**src/verilog/pcg_consts.svh**
```systemverilog
// Register map, field positions and reset values of the CRC generator
`ifndef PCG_CONSTS_SVH
`define PCG_CONSTS_SVH

// Byte offsets of the word registers
`define PCG_OFF_CTRL1      8'h00
`define PCG_OFF_CTRL2      8'h04
`define PCG_OFF_TAPS_HIGH  8'h08
`define PCG_OFF_TAPS_LOW   8'h0C
`define PCG_OFF_DATA_IN    8'h10
`define PCG_OFF_RESULT     8'h14

// Control one field positions
`define PCG_C1_ENABLE      15
`define PCG_C1_STOP_IDLE   13
`define PCG_C1_COUNT_HI    12
`define PCG_C1_COUNT_LO    8
`define PCG_C1_FULL        7
`define PCG_C1_EMPTY       6
`define PCG_C1_INT_SEL     5
`define PCG_C1_START       4
`define PCG_C1_LSB_FIRST   3

// Control two field positions
`define PCG_C2_DWIDTH_HI   12
`define PCG_C2_DWIDTH_LO   8
`define PCG_C2_PLEN_HI     4
`define PCG_C2_PLEN_LO     0

// Reset values and FIFO limits
`define PCG_RST_HALF       16'h0000
`define PCG_RST_WORD       32'h0000_0000
`define PCG_FIFO_DEEP      5'h10
`define PCG_FIFO_SHALLOW   5'h08
`define PCG_PLEN_SHALLOW   5'h07

`endif

```
**src/verilog/pcg_pkg.sv**
```systemverilog
// Types shared by the CRC generator
`default_nettype none
package pcg_pkg;

  // Software-writable bits of control one
  typedef struct packed {
    logic enable;
    logic stop_in_idle;
    logic interrupt_select;
    logic shifter_start;
    logic shift_order_lsb_first;
  } pcg_ctrl_t;

  // Polynomial and word shape from control two
  typedef struct packed {
    logic [4:0] data_width_field;
    logic [4:0] poly_length_field;
  } pcg_shape_t;

  // Shift engine states
  typedef enum logic [0:0] {
    PCG_IDLE,
    PCG_SHIFT
  } pcg_eng_t;

endpackage
`default_nettype wire

```
**src/verilog/pcg_top.sv**
```systemverilog
// Programmable CRC generator with data FIFO and AHB-Lite register slave
`timescale 1ns/10ps
`default_nettype none
`include "pcg_consts.svh"

module pcg_top #(
  parameter int FIFO_DEPTH = 16
) (
  input  wire logic        hclk,
  input  wire logic        hresetn,
  input  wire logic        hsel,
  input  wire logic [31:0] haddr,
  input  wire logic [1:0]  htrans,
  input  wire logic        hwrite,
  input  wire logic [2:0]  hsize,
  input  wire logic [31:0] hwdata,
  input  wire logic        hready,
  output logic      [31:0] hrdata,
  output logic             hreadyout,
  output logic             hresp,
  input  wire logic        device_idle,
  output logic             crc_irq
);

  localparam int PW = $clog2(FIFO_DEPTH);

  pcg_pkg::pcg_ctrl_t  ctrl_ff;
  pcg_pkg::pcg_shape_t shape_ff;
  pcg_pkg::pcg_eng_t   state_ff;
  logic [15:0]         taps_high_ff;
  logic [15:1]         taps_low_ff;
  logic [31:0]         data_in_ff;
  logic [31:0]         result_ff;
  logic [31:0]         fifo_mem [FIFO_DEPTH];
  logic [PW-1:0]       wr_ptr_ff;
  logic [PW-1:0]       rd_ptr_ff;
  logic [4:0]          count_ff;
  logic [31:0]         word_ff;
  logic [4:0]          bitcnt_ff;
  logic                wr_pend_ff;
  logic                rd_wait_ff;
  logic [7:0]          addr_ff;
  logic [31:0]         hrdata_ff;
  logic                irq_ff;
  logic [4:0]          fifo_max;
  logic                fifo_full;
  logic                fifo_empty;
  logic                run;
  logic                push;
  logic                pop;
  logic                last_bit;
  logic                din_bit;
  logic [31:0]         taps;
  logic [31:0]         nxt_result;
  logic                addr_take;
  logic [5:0]          reg_hit;

  // Register select from a byte offset
  function automatic logic [5:0] reg_sel(input logic [7:0] a);
    reg_sel = 6'h00;
    unique case (a)
      `PCG_OFF_CTRL1:     reg_sel[0] = 1'b1;
      `PCG_OFF_CTRL2:     reg_sel[1] = 1'b1;
      `PCG_OFF_TAPS_HIGH: reg_sel[2] = 1'b1;
      `PCG_OFF_TAPS_LOW:  reg_sel[3] = 1'b1;
      `PCG_OFF_DATA_IN:   reg_sel[4] = 1'b1;
      `PCG_OFF_RESULT:    reg_sel[5] = 1'b1;
      default:            reg_sel = 6'h00;
    endcase
  endfunction

  // One LFSR step of order plen+1
  function automatic logic [31:0] crc_step(input logic [31:0] crc, input logic d,
                                           input logic [4:0] plen, input logic [31:0] tp);
    logic        fb;
    logic [31:0] n;
    fb = d ^ crc[plen];
    n  = 32'h0000_0000;
    for (int i = 1; i < 32; i++) begin
      n[i] = crc[i-1] ^ (tp[i] & fb);
    end
    n[0] = fb;
    crc_step = n & (32'hFFFF_FFFF >> (5'd31 - plen));
  endfunction

  // Bus handshake: reads take one wait state, writes none
  assign addr_take = hsel & hready & htrans[1];
  assign hreadyout = ~rd_wait_ff;
  assign hresp     = 1'b0;
  assign hrdata    = hrdata_ff;
  assign reg_hit   = reg_sel(addr_ff);  // One-hot register hit of the data phase

  // Address phase capture
  always_ff @(posedge hclk or negedge hresetn) begin
    if (!hresetn) begin
      wr_pend_ff <= 1'b0;
      rd_wait_ff <= 1'b0;
      addr_ff    <= 8'h00;
    end else begin
      wr_pend_ff <= addr_take & hwrite;
      rd_wait_ff <= addr_take & ~hwrite;
      if (addr_take) begin
        addr_ff <= {haddr[7:2], 2'b00};
      end
    end
  end

  // Derived FIFO and engine conditions
  assign fifo_max   = (shape_ff.poly_length_field > `PCG_PLEN_SHALLOW) ?
                      `PCG_FIFO_SHALLOW : `PCG_FIFO_DEEP;
  assign fifo_full  = (count_ff == fifo_max);
  assign fifo_empty = (count_ff == 5'h00);
  assign run        = ctrl_ff.enable & ~(ctrl_ff.stop_in_idle & device_idle);
  assign push       = wr_pend_ff & reg_hit[4] & ctrl_ff.enable & ~fifo_full;
  assign pop        = run & ctrl_ff.shifter_start & (state_ff == pcg_pkg::PCG_IDLE) &
                      ~fifo_empty;
  assign last_bit   = (bitcnt_ff == shape_ff.data_width_field);
  assign din_bit    = ctrl_ff.shift_order_lsb_first ? word_ff[bitcnt_ff] :
                      word_ff[shape_ff.data_width_field - bitcnt_ff];
  assign taps       = {taps_high_ff, taps_low_ff, 1'b0};
  assign nxt_result = crc_step(result_ff, din_bit, shape_ff.poly_length_field, taps);

  // Configuration registers, kept through disable
  always_ff @(posedge hclk or negedge hresetn) begin
    if (!hresetn) begin
      ctrl_ff      <= '0;
      shape_ff     <= '0;
      taps_high_ff <= `PCG_RST_HALF;
      taps_low_ff  <= 15'h0000;
    end else if (wr_pend_ff) begin
      if (reg_hit[0]) begin
        ctrl_ff.enable                <= hwdata[`PCG_C1_ENABLE];
        ctrl_ff.stop_in_idle          <= hwdata[`PCG_C1_STOP_IDLE];
        ctrl_ff.interrupt_select      <= hwdata[`PCG_C1_INT_SEL];
        ctrl_ff.shifter_start         <= hwdata[`PCG_C1_START];
        ctrl_ff.shift_order_lsb_first <= hwdata[`PCG_C1_LSB_FIRST];
      end
      if (reg_hit[1]) begin
        shape_ff.data_width_field  <= hwdata[`PCG_C2_DWIDTH_HI:`PCG_C2_DWIDTH_LO];
        shape_ff.poly_length_field <= hwdata[`PCG_C2_PLEN_HI:`PCG_C2_PLEN_LO];
      end
      if (reg_hit[2]) begin
        taps_high_ff <= hwdata[15:0];
      end
      if (reg_hit[3]) begin
        taps_low_ff <= hwdata[15:1];
      end
    end
  end

  // Last accepted data word, cleared by disable
  always_ff @(posedge hclk or negedge hresetn) begin
    if (!hresetn) begin
      data_in_ff <= `PCG_RST_WORD;
    end else if (!ctrl_ff.enable) begin
      data_in_ff <= `PCG_RST_WORD;
    end else if (push) begin
      data_in_ff <= hwdata;
    end
  end

  // FIFO storage
  always_ff @(posedge hclk) begin
    if (push) begin
      fifo_mem[wr_ptr_ff] <= hwdata;
    end
  end

  // FIFO pointers and valid word count
  always_ff @(posedge hclk or negedge hresetn) begin
    if (!hresetn) begin
      wr_ptr_ff <= '0;
      rd_ptr_ff <= '0;
      count_ff  <= 5'h00;
    end else if (!ctrl_ff.enable) begin
      wr_ptr_ff <= '0;
      rd_ptr_ff <= '0;
      count_ff  <= 5'h00;
    end else begin
      if (push) begin
        wr_ptr_ff <= PW'(wr_ptr_ff + 1'b1);
      end
      if (pop) begin
        rd_ptr_ff <= PW'(rd_ptr_ff + 1'b1);
      end
      count_ff <= 5'(count_ff + {4'h0, push} - {4'h0, pop});
    end
  end

  // Shift engine: load a word, then one bit per clock
  always_ff @(posedge hclk or negedge hresetn) begin
    if (!hresetn) begin
      state_ff  <= pcg_pkg::PCG_IDLE;
      word_ff   <= `PCG_RST_WORD;
      bitcnt_ff <= 5'h00;
      result_ff <= `PCG_RST_WORD;
    end else if (!ctrl_ff.enable) begin
      state_ff  <= pcg_pkg::PCG_IDLE;
      word_ff   <= `PCG_RST_WORD;
      bitcnt_ff <= 5'h00;
      result_ff <= `PCG_RST_WORD;
    end else if (run) begin
      unique case (state_ff)
        pcg_pkg::PCG_IDLE: begin
          if (pop) begin
            word_ff   <= fifo_mem[rd_ptr_ff];
            bitcnt_ff <= 5'h00;
            state_ff  <= pcg_pkg::PCG_SHIFT;
          end
        end
        pcg_pkg::PCG_SHIFT: begin
          result_ff <= nxt_result;
          bitcnt_ff <= 5'(bitcnt_ff + 1'b1);
          if (last_bit) begin
            state_ff <= pcg_pkg::PCG_IDLE;
          end
        end
      endcase
    end
  end

  // Interrupt pulse on FIFO drained or on shift complete with the FIFO empty
  always_ff @(posedge hclk or negedge hresetn) begin
    if (!hresetn) begin
      irq_ff <= 1'b0;
    end else if (ctrl_ff.interrupt_select) begin
      irq_ff <= pop & ~push & (count_ff == 5'h01);
    end else begin
      irq_ff <= run & (state_ff == pcg_pkg::PCG_SHIFT) & last_bit & fifo_empty;
    end
  end
  assign crc_irq = irq_ff;

  // Read data, loaded in the wait state after the registers settle
  always_ff @(posedge hclk or negedge hresetn) begin
    if (!hresetn) begin
      hrdata_ff <= `PCG_RST_WORD;
    end else if (rd_wait_ff) begin
      hrdata_ff <= `PCG_RST_WORD;
      unique case (1'b1)
        reg_hit[0]: begin
          hrdata_ff[`PCG_C1_ENABLE]                    <= ctrl_ff.enable;
          hrdata_ff[`PCG_C1_STOP_IDLE]                 <= ctrl_ff.stop_in_idle;
          hrdata_ff[`PCG_C1_COUNT_HI:`PCG_C1_COUNT_LO] <= count_ff;
          hrdata_ff[`PCG_C1_FULL]                      <= fifo_full;
          hrdata_ff[`PCG_C1_EMPTY]                     <= fifo_empty;
          hrdata_ff[`PCG_C1_INT_SEL]                   <= ctrl_ff.interrupt_select;
          hrdata_ff[`PCG_C1_START]                     <= ctrl_ff.shifter_start;
          hrdata_ff[`PCG_C1_LSB_FIRST]                 <= ctrl_ff.shift_order_lsb_first;
        end
        reg_hit[1]: begin
          hrdata_ff[`PCG_C2_DWIDTH_HI:`PCG_C2_DWIDTH_LO] <= shape_ff.data_width_field;
          hrdata_ff[`PCG_C2_PLEN_HI:`PCG_C2_PLEN_LO]     <= shape_ff.poly_length_field;
        end
        reg_hit[2]: hrdata_ff[15:0] <= taps_high_ff;
        reg_hit[3]: hrdata_ff[15:1] <= taps_low_ff;
        reg_hit[4]: hrdata_ff       <= data_in_ff;
        reg_hit[5]: hrdata_ff       <= result_ff;
        default:    hrdata_ff       <= `PCG_RST_WORD;
      endcase
    end
  end

  // Checks on the engine and FIFO
  chk_disable_clears: assert property (@(posedge hclk) disable iff (!hresetn)
    !ctrl_ff.enable |=> count_ff == 5'h00 && result_ff == 32'h0000_0000 &&
      state_ff == pcg_pkg::PCG_IDLE)
    else $error("disable did not clear engine state");

  chk_count_limit: assert property (@(posedge hclk) disable iff (!hresetn)
    count_ff <= fifo_max)
    else $error("word count above FIFO limit");

  chk_full_flag: assert property (@(posedge hclk) disable iff (!hresetn)
    fifo_full == (count_ff == ((shape_ff.poly_length_field > 5'h07) ? 5'h08 : 5'h10)))
    else $error("full flag does not match count");

  chk_full_drop: assert property (@(posedge hclk) disable iff (!hresetn)
    wr_pend_ff && reg_hit[4] && fifo_full && !pop && ctrl_ff.enable
      && $stable(ctrl_ff) |=> count_ff == $past(count_ff))
    else $error("write while full changed the count");

  chk_start_off: assert property (@(posedge hclk) disable iff (!hresetn)
    !ctrl_ff.shifter_start && state_ff == pcg_pkg::PCG_IDLE
      |=> state_ff == pcg_pkg::PCG_IDLE)
    else $error("shifter ran with start clear");

  chk_word_length: assert property (@(posedge hclk) disable iff (!hresetn)
    $rose(state_ff == pcg_pkg::PCG_SHIFT) && shape_ff.data_width_field == 5'h03
      && ctrl_ff.enable && !ctrl_ff.stop_in_idle && $stable(shape_ff)
      |-> (state_ff == pcg_pkg::PCG_SHIFT)[*4] ##1 state_ff == pcg_pkg::PCG_IDLE)
    else $error("four-bit word not shifted in four clocks");

  chk_idle_halt: assert property (@(posedge hclk) disable iff (!hresetn)
    ctrl_ff.enable && ctrl_ff.stop_in_idle && device_idle
      |=> $stable(result_ff) && $stable(bitcnt_ff))
    else $error("engine advanced while halted in idle");

  chk_irq_empty: assert property (@(posedge hclk) disable iff (!hresetn)
    ctrl_ff.interrupt_select && pop && count_ff == 5'h01 && !push
      |=> crc_irq && fifo_empty)
    else $error("no interrupt when FIFO drained");

  chk_irq_done: assert property (@(posedge hclk) disable iff (!hresetn)
    crc_irq && !$past(ctrl_ff.interrupt_select)
      |-> $past(state_ff) == pcg_pkg::PCG_SHIFT && state_ff == pcg_pkg::PCG_IDLE)
    else $error("shift-done interrupt without finished shift");

  chk_empty_flag: assert property (@(posedge hclk) disable iff (!hresetn)
    pop && count_ff == 5'h01 && !push |=> fifo_empty)
    else $error("empty flag not set after last pop");

  cov_full_fifo: cover property (@(posedge hclk) disable iff (!hresetn) fifo_full);
  cov_irq_done: cover property (@(posedge hclk) disable iff (!hresetn)
    crc_irq && !ctrl_ff.interrupt_select);
  cov_irq_empty: cover property (@(posedge hclk) disable iff (!hresetn)
    crc_irq && ctrl_ff.interrupt_select);

endmodule
`default_nettype wire

```
**config.mk**
```make
export PLATFORM = sky130hd
export DESIGN_NAME = pcg_top
export DESIGN_NICKNAME = d
export VERILOG_FILES = /design/src/verilog/pcg_pkg.sv /design/src/verilog/pcg_top.sv
export VERILOG_INCLUDE_DIRS = /design/src /design/src/verilog
export SDC_FILE = /design/constraint.sdc
export NUM_CORES = 1
export LEC_CHECK = 0
export BUFFER_PORTS_ARGS = -buffer_cell sky130_fd_sc_hd__clkbuf_2
export CAP_MARGIN = 20
export CORE_MARGIN = 5
export CORE_UTILIZATION = 35
export DETAILED_ROUTE_END_ITERATION = 8
export HOLD_SLACK_MARGIN = 0.15
export PLACE_DENSITY = 0.56
export RECOVER_POWER = 50
export SETUP_SLACK_MARGIN = 0.2
export SYNTH_ARGS = -nofsm -noshare
export SYNTH_HDL_FRONTEND = slang
export SYNTH_SLANG_ARGS = --single-unit
```
**constraint.sdc**
```tcl
create_clock -name hclk -period 4.89 [get_ports hclk]
set_clock_uncertainty 0.05 [all_clocks]
set_input_delay 0.978 -clock hclk [delete_from_list [all_inputs] [get_ports hclk]]
set_output_delay 0.978 -clock hclk [all_outputs]
set_load 0.005 [all_outputs]
```
======== Word level (Yosys, flattened, before mapping) ========
Memories as Yosys holds them, arrays and structs flattened.
Index checks and enable logic that the tools add are counted.
W data, S select, Z words.
cells by class
  add/sub/neg operators ................... 7
  reduce and logical (&&, ||, !) cells .... 9
  order comparisons ....................... 4
  bitwise logic cells ..................... 88
  eq/ne operators ......................... 14
  multiplexer cells ....................... 49
  shift operators ......................... 1
operators by type and width
  kind                     count
  $mux W32                 9
  $and A1 B1 Y1            48
  $and A32 B32 Y32         1
  $pmux W16 S2             1
  $shr A32 B5 Y32 const A  1
  $xor A1 B1 Y1            32
  $pmux W5 S6              1
  $mux W5                  5
  $lt A5 B6 Y1 const B     3
  $mux W1                  17
  $mux W4                  4
  $bmux W1 S5              3
  $pmux W3 S5              1
  $eq A6 B2 Y1 const B     2
  $eq A6 B3 Y1 const B     2
  $pmux W2 S6              1
  $reduce_and A2 Y1        6
  $eq A5 B5 Y1             2
  $pmux W1 S5              2
  $pmux W2 S5              1
  $pmux W5 S2              1
  $add A4 B1 Y4 const B    2
  $logic_not A8 Y1         1
  $ne A2 B1 Y1 const B     4
  other kinds (15)         22
storage, ports and cells
  memories ................................ 1
  output and inout bits ................... 35
  input port bits ......................... 75
  logic and storage cells ................. 195
  RAM bits ................................ 512
  bits in registers ....................... 202
memories
  memory    words  bits a word  rd ports  clocked after memory_dff  wr ports  RTL line       text
  fifo_mem  16     32           1         0                         1         pcg_top.sv:34  logic [31:0] fifo_mem [FIFO_DEPTH];

======== Longest topological paths before layout ========
  depth after elaboration ................. 11
  mapped depth ............................ 19

======== Worst setup path before layout ========
No wires, ideal clock.
  kind .................................... input -> register
  from .................................... input port device_idle
  to ...................................... register count_ff[4]
  path buffers ............................ 1
  data required time ...................... 4720 ps
  data arrival time ....................... 3772 ps
  setup time .............................. 120 ps
  cell stages on the path ................. 14
  setup slack ............................. 948 ps
  cell sequence ........................... nand2_1 > nand2_1 > nor4b_1 > clkbuf_1 > ha_1 > inv_1 > ha_1 > inv_1 > fa_1 > inv_1 > a21oi_1 > nor2_1 > o21ai_0 > and3_1
on the way
  cells in the longest elaborated chain, start to end .. 8
ends and longest elaborated chain
  item                         RTL line        text
  start: declaration           pcg_top.sv:21   input wire logic device_idle,
  $and A1 B1 Y1                pcg_top.sv:113  assign run = ctrl_ff.enable & ~(ctrl_ff.stop_in_idle & device_idle);
  $not A1 Y1                   pcg_top.sv:113
  $and A1 B1 Y1                pcg_top.sv:113
  $and A1 B1 Y1 (3 in series)  pcg_top.sv:115  assign pop = run & ctrl_ff.shifter_start & (state_ff == pcg_pkg::PCG_IDLE) &
  $sub A5 B1 Y5                pcg_top.sv:186  count_ff <= 5'(count_ff + {4'h0, push} - {4'h0, pop});
  $mux W5                      pcg_top.sv:175  end else if (!ctrl_ff.enable) begin
  end signal: assignment       pcg_top.sv:186
  end: declaration             pcg_top.sv:37   logic [4:0] count_ff;
No other way between the ends.
A chain may end at the register's enable or synchronous reset.

======== Final worst setup path ========
  from .................................... register bitcnt_ff[1]
  to ...................................... register result_ff[31]
on the way
  cells in the longest elaborated chain, start to end .. 11
  elaborated cells on any way between the ends .. 13
  those cells by class .................... add/sub (1); mux (8); bitwise (4)
ends and longest elaborated chain
  item                           RTL line        text
  start: declaration             pcg_top.sv:39   logic [4:0] bitcnt_ff;
  start signal: assignment       pcg_top.sv:213  bitcnt_ff <= 5'(bitcnt_ff + 1'b1);
  $sub A5 B5 Y5                  pcg_top.sv:119  word_ff[shape_ff.data_width_field - bitcnt_ff];
  $bmux W1 S5                    pcg_top.sv:119
  $mux W1 (not written as such)  pcg_top.sv:119
  $mux W1 *                      pcg_top.sv:118  assign din_bit = ctrl_ff.shift_order_lsb_first ? word_ff[bitcnt_ff] :
  $xor A1 B1 Y1 *                pcg_top.sv:77   fb = d ^ crc[plen];
  $and A1 B1 Y1 *                pcg_top.sv:80   n[i] = crc[i-1] ^ (tp[i] & fb);
  $xor A1 B1 Y1 *                pcg_top.sv:80
  $and A32 B32 Y32 *             pcg_top.sv:83   crc_step = n & (32'hFFFF_FFFF >> (5'd31 - plen));
  $mux W32 *                     pcg_top.sv:203  unique case (state_ff)
  $mux W32 *                     pcg_top.sv:202  end else if (run) begin
  $mux W32 *                     pcg_top.sv:197  end else if (!ctrl_ff.enable) begin
  end signal: assignment         pcg_top.sv:196  result_ff <= `PCG_RST_WORD;
  end signal: assignment         pcg_top.sv:201  result_ff <= `PCG_RST_WORD;
  end signal: assignment         pcg_top.sv:212  result_ff <= nxt_result;
  end: declaration               pcg_top.sv:33   logic [31:0] result_ff;
Mark *: on every way between the ends. The rest lies on a longest branch, timed or not. The select of a mux whose other input is x is not followed.

==> results.json <==
{
  "outcome": "finished, violations left",
  "violations": "capacitance limit, slew limit",
  "core-area_mm2": 0.08528,
  "p_switching_mw": 3.044,
  "hold_violations": 0,
  "synthDistinctLibCells": 59,
  "cp_top_family": "multiplexers",
  "synth_top_cell_by_area": "edfxtp_1",
  "dp_hpwl_mm": 48.27,
  "pwr-share-clk_pct": 43.5,
  "dieArea_mm2": 0.09188,
  "combPwrFrac_pct": 5.7,
  "worst_pin_slew_ns": 3.105,
  "cp_slowest_cell": "fa_1",
  "maxCapViolCount": 1,
  "arrival_ns": 4.96,
  "worstPathMaxFanout": 10,
  "fin_area_mm2": 0.03444,
  "setup_tns_ns": 0,
  "grt_max_degree": 115,
  "cp_common_cell": "mux2_2",
  "drt_pass1_iterations": 6,
  "numCtsBuffers": 78,
  "drc_errors": 0,
  "area_growth_pct": 14.53,
  "fp-row-count": 107,
  "crit_required_ns": 5.40,
  "path_cells": "inv_1 -> fa_1 -> mux4_2 -> mux2_2 -> or3_1 -> mux2i_1 -> o21a_1 -> xnor2_1 -> buf_4 -> mux2_2 -> nand3_1",
  "max_freq_mhz": 224.3,
  "finalPower_mw": 13.20,
  "io-pin-count": 110,
  "setup_viol": 0,
  "fin_nets": 2008,
  "clkTransAtPathRegs_ns": 0.06,
  "routed_wl_mm": 77.81,
  "cts_root_buf": "clkbuf_16",
  "drt_iter0_drc": 1438,
  "h-tree-depth": 3,
  "synth.top_cell.area_share_pct": 51.13,
  "place_congestion": 0.8934,
  "post-route-min-period_ns": 4.458,
  "switching_share_pct": 23.07,
  "syn-num-nets": 1913,
  "crit_type": "register to register",
  "wire_per_inst_um": 24.93,
  "power_density_mw_per_mm2": 383.1,
  "reg2reg_from": "bitcnt_ff[1]",
  "synth_edf_count": 512,
  "cts_buffer_depth": 3,
  "rr_worst_depth": 11,
  "yosysMostFrequentCell": "edfxtp_1",
  "maxSlewViolCount": 114,
  "io_buffer_count": 78,
  "drive_gt1_share_pct": 24.05,
  "period_share_pct": 91.16,
  "post-route-util_pct": 40.39,
  "clk_latency_ns": 0.63,
  "cp-end-kind": "register",
  "slew_headroom_pct": -107.0,
  "ys_top_cells_by_count": "edfxtp_1 (512), dfrtp_1 (202), mux4_2 (183), nand2_1 (180), clkbuf_1 (80)",
  "antenna_found_initial": 2,
  "cts.sinks": 714,
  "cts_setup_buffers": 0,
  "grt-ovfl-total": 0,
  "ctsHoldBuffers": 0,
  "yosysSeqAreaShare_pct": 67.93,
  "peakVddDrop_mv": 0.2684,
  "synth_area_leaders": "edfxtp_1 (51%), dfrtp_1 (17%), mux4_2 (14%), mux2_2 (2.4%), nand2_1 (2.2%)",
  "rr_endpoint": "result_ff[31]",
  "synth_seq_cells": 714,
  "syn_inst": 1820,
  "min_to": "data_in_ff[31]",
  "cts_tree": "built",
  "ys_warn_count": 0,
  "dieWidth_um": 303.1,
  "place_area_mm2": 0.03196,
  "grt_first_pass_wirelength_mm": 116.8,
  "num_vias": 16860,
  "syn_area_per_cell_um2": 16.52,
  "via_per_inst": 5.401,
  "rsz0062_at_grt": "false",
  "drtAntennaViolNets": 0,
  "hp-class": "register to register",
  "startpoint_type": "register",
  "worst-path-buf-inv": 2,
  "die_y_um": 303.1,
  "grt_pass1_vias": 17530,
  "post_cts_resized": 0,
  "start_util_pct": 35.26,
  "syn_area_mm2": 0.03007,
  "grt_usage_pct": 16.99,
  "seqPwrFrac_pct": 50.8,
  "reg2reg_slack_ns": 0.43,
  "p_leak_nw": 12.07,
  "critPathMaxStageDelay_ns": 0.80,
  "async_flop_share_pct": 28.29,
  "synth-main-ff-cell": "edfxtp_1",
  "hp-start": "data_in_ff[31]",
  "hold_path_depth": 2,
  "p_int_mw": 10.15
}
==> how the worst max path moves through the flow <==
| stage | depth (start not counted) | from | slack, ns | endpoint |
|---|---|---|---|---|
| 5_1_grt | 11 | bitcnt_ff[1] | 0.22 | result_ff[31] |
| 3_5_place_dp | 11 | bitcnt_ff[1] | 0.42 | result_ff[31] |
| 3_3_place_gp | 11 | bitcnt_ff[1] | 0.46 | result_ff[31] |
| 4_1_cts | 11 | bitcnt_ff[1] | 0.40 | result_ff[31] |
| 2_1_floorplan | 14 | device_idle | 0.95 | count_ff[4] |
| 6_report | 11 | bitcnt_ff[1] | 0.43 | result_ff[31] |
==> area by class of cell <==
class                   instances  area, um2
clock inverters                36      324.1
flip-flops and latches        714      20440
repair buffers                127      833.3
inverters                      33      123.9
diodes                          2      5.005
well taps                    1144       1431
clock buffers                 104       2173
multi-input cells             961       9110
fillers                      7755      50840
==> per-layer routing <==
metal | track usage [%] | vias to the layer above | wire, um
li1 | - | 7345 | -
met1 | 23.59 | 8863 | 33530
met2 | 27.62 | 532 | 37820
met3 | 3.446 | 116 | 4601
met4 | 4.482 | 2 | 1837
met5 | 0 | - | 20
==> stage by stage <==
stage,hold slack (ns),setup slack (ns),cells
floorplan,0.4155,0.9483,1820
global placement,0.4405,0.4646,2977
detailed placement,0.4442,0.4190,2977
CTS,0.4290,0.3996,3117
global route,0.4619,0.2206,3119
finish,0.4516,0.4323,3121
==> cells in the final DEF, fill, tap and decap left out, types with 5 or more instances in the layout <==
cell type	netlist	routed
a32oi_1	11	11
inv_1	32	32
nand4_1	5	5
ha_1	16	16
nand2_1	180	180
mux2_2	64	64
edfxtp_1	512	512
and2_1	20	8
a21oi_1	57	57
buf_12	0	10
a21boi_0	5	5
nor2_1	69	69
a221o_1	5	5
xor2_1	5	5
o21ai_0	57	57
a22o_1	16	16
or3_1	6	6
clkbuf_2	0	47
mux4_2	183	183
clkbuf_1	80	51
mux2i_1	51	51
nand4b_1	15	15
nand3_1	70	70
a221oi_1	16	16
o22ai_1	7	7
dfrtp_1	202	196
a211o_1	7	7
xnor2_1	7	7
buf_4	3	36
clkinv_2	0	6
clkbuf_8	0	6
clkinv_1	1	16
and3_1	13	9
nor2b_1	9	8
and2_2	0	12
clkbuf_16	0	81
nand2b_1	5	5
nor3_1	8	8
==> registers in the layout, indices dropped and copies added, names as in the netlist, 4 cells and up <==
| signal | flops |
|---|---|
| rd_ptr_ff | 4 |
| result_ff | 32 |
| addr_ff | 6 |
| data_in_ff | 32 |
| taps_high_ff | 16 |
| count_ff | 5 |
| fifo_mem | 512 |
| wr_ptr_ff | 4 |
| ctrl_ff | 5 |
| hrdata | 32 |
| taps_low_ff | 15 |
| word_ff | 32 |
| shape_ff | 10 |
| bitcnt_ff | 5 |
==> cells by family (layout without fill, tap and decap cells) <==
kind of cell               Yosys count  after routing  share of synthesized area [%]
xor gates and xnor gates            13             13                         0.4036
buffers and inverters              145            300                          1.868
muxes                              298            298                          17.80
DFF                                714            714                          67.93
AOI/OAI and AO/OA                  204            204                          4.406
adders and majority gates           18             18                         0.7988
and+or+nand+nor                    427            427                          6.778
other                                1              3                        0.01247
==> power by group through the flow <==
stage                     registers (mW)  logic (mW)  clock network [mW]
after floorplan                     6.76       0.432                   0
after global placement              6.82       0.747                   0
after detailed placement            6.82       0.765                   0
after CTS                           6.70       0.765                5.86
after global routing                6.72       0.818                6.11
final                               6.71       0.751                5.74
==> worst reg2reg max path: cells and delay by family (launching register included) <==
family          cells  cell delay (ns)
compound gates      1             0.42
xor+xnor            1             0.51
fa+ha+maj           1             0.80
buf+inv             2             0.50
flops               1             0.49
mux                 4             1.18
simple gates        2             0.44
No activity file was read; power rests on OpenSTA's default activity.
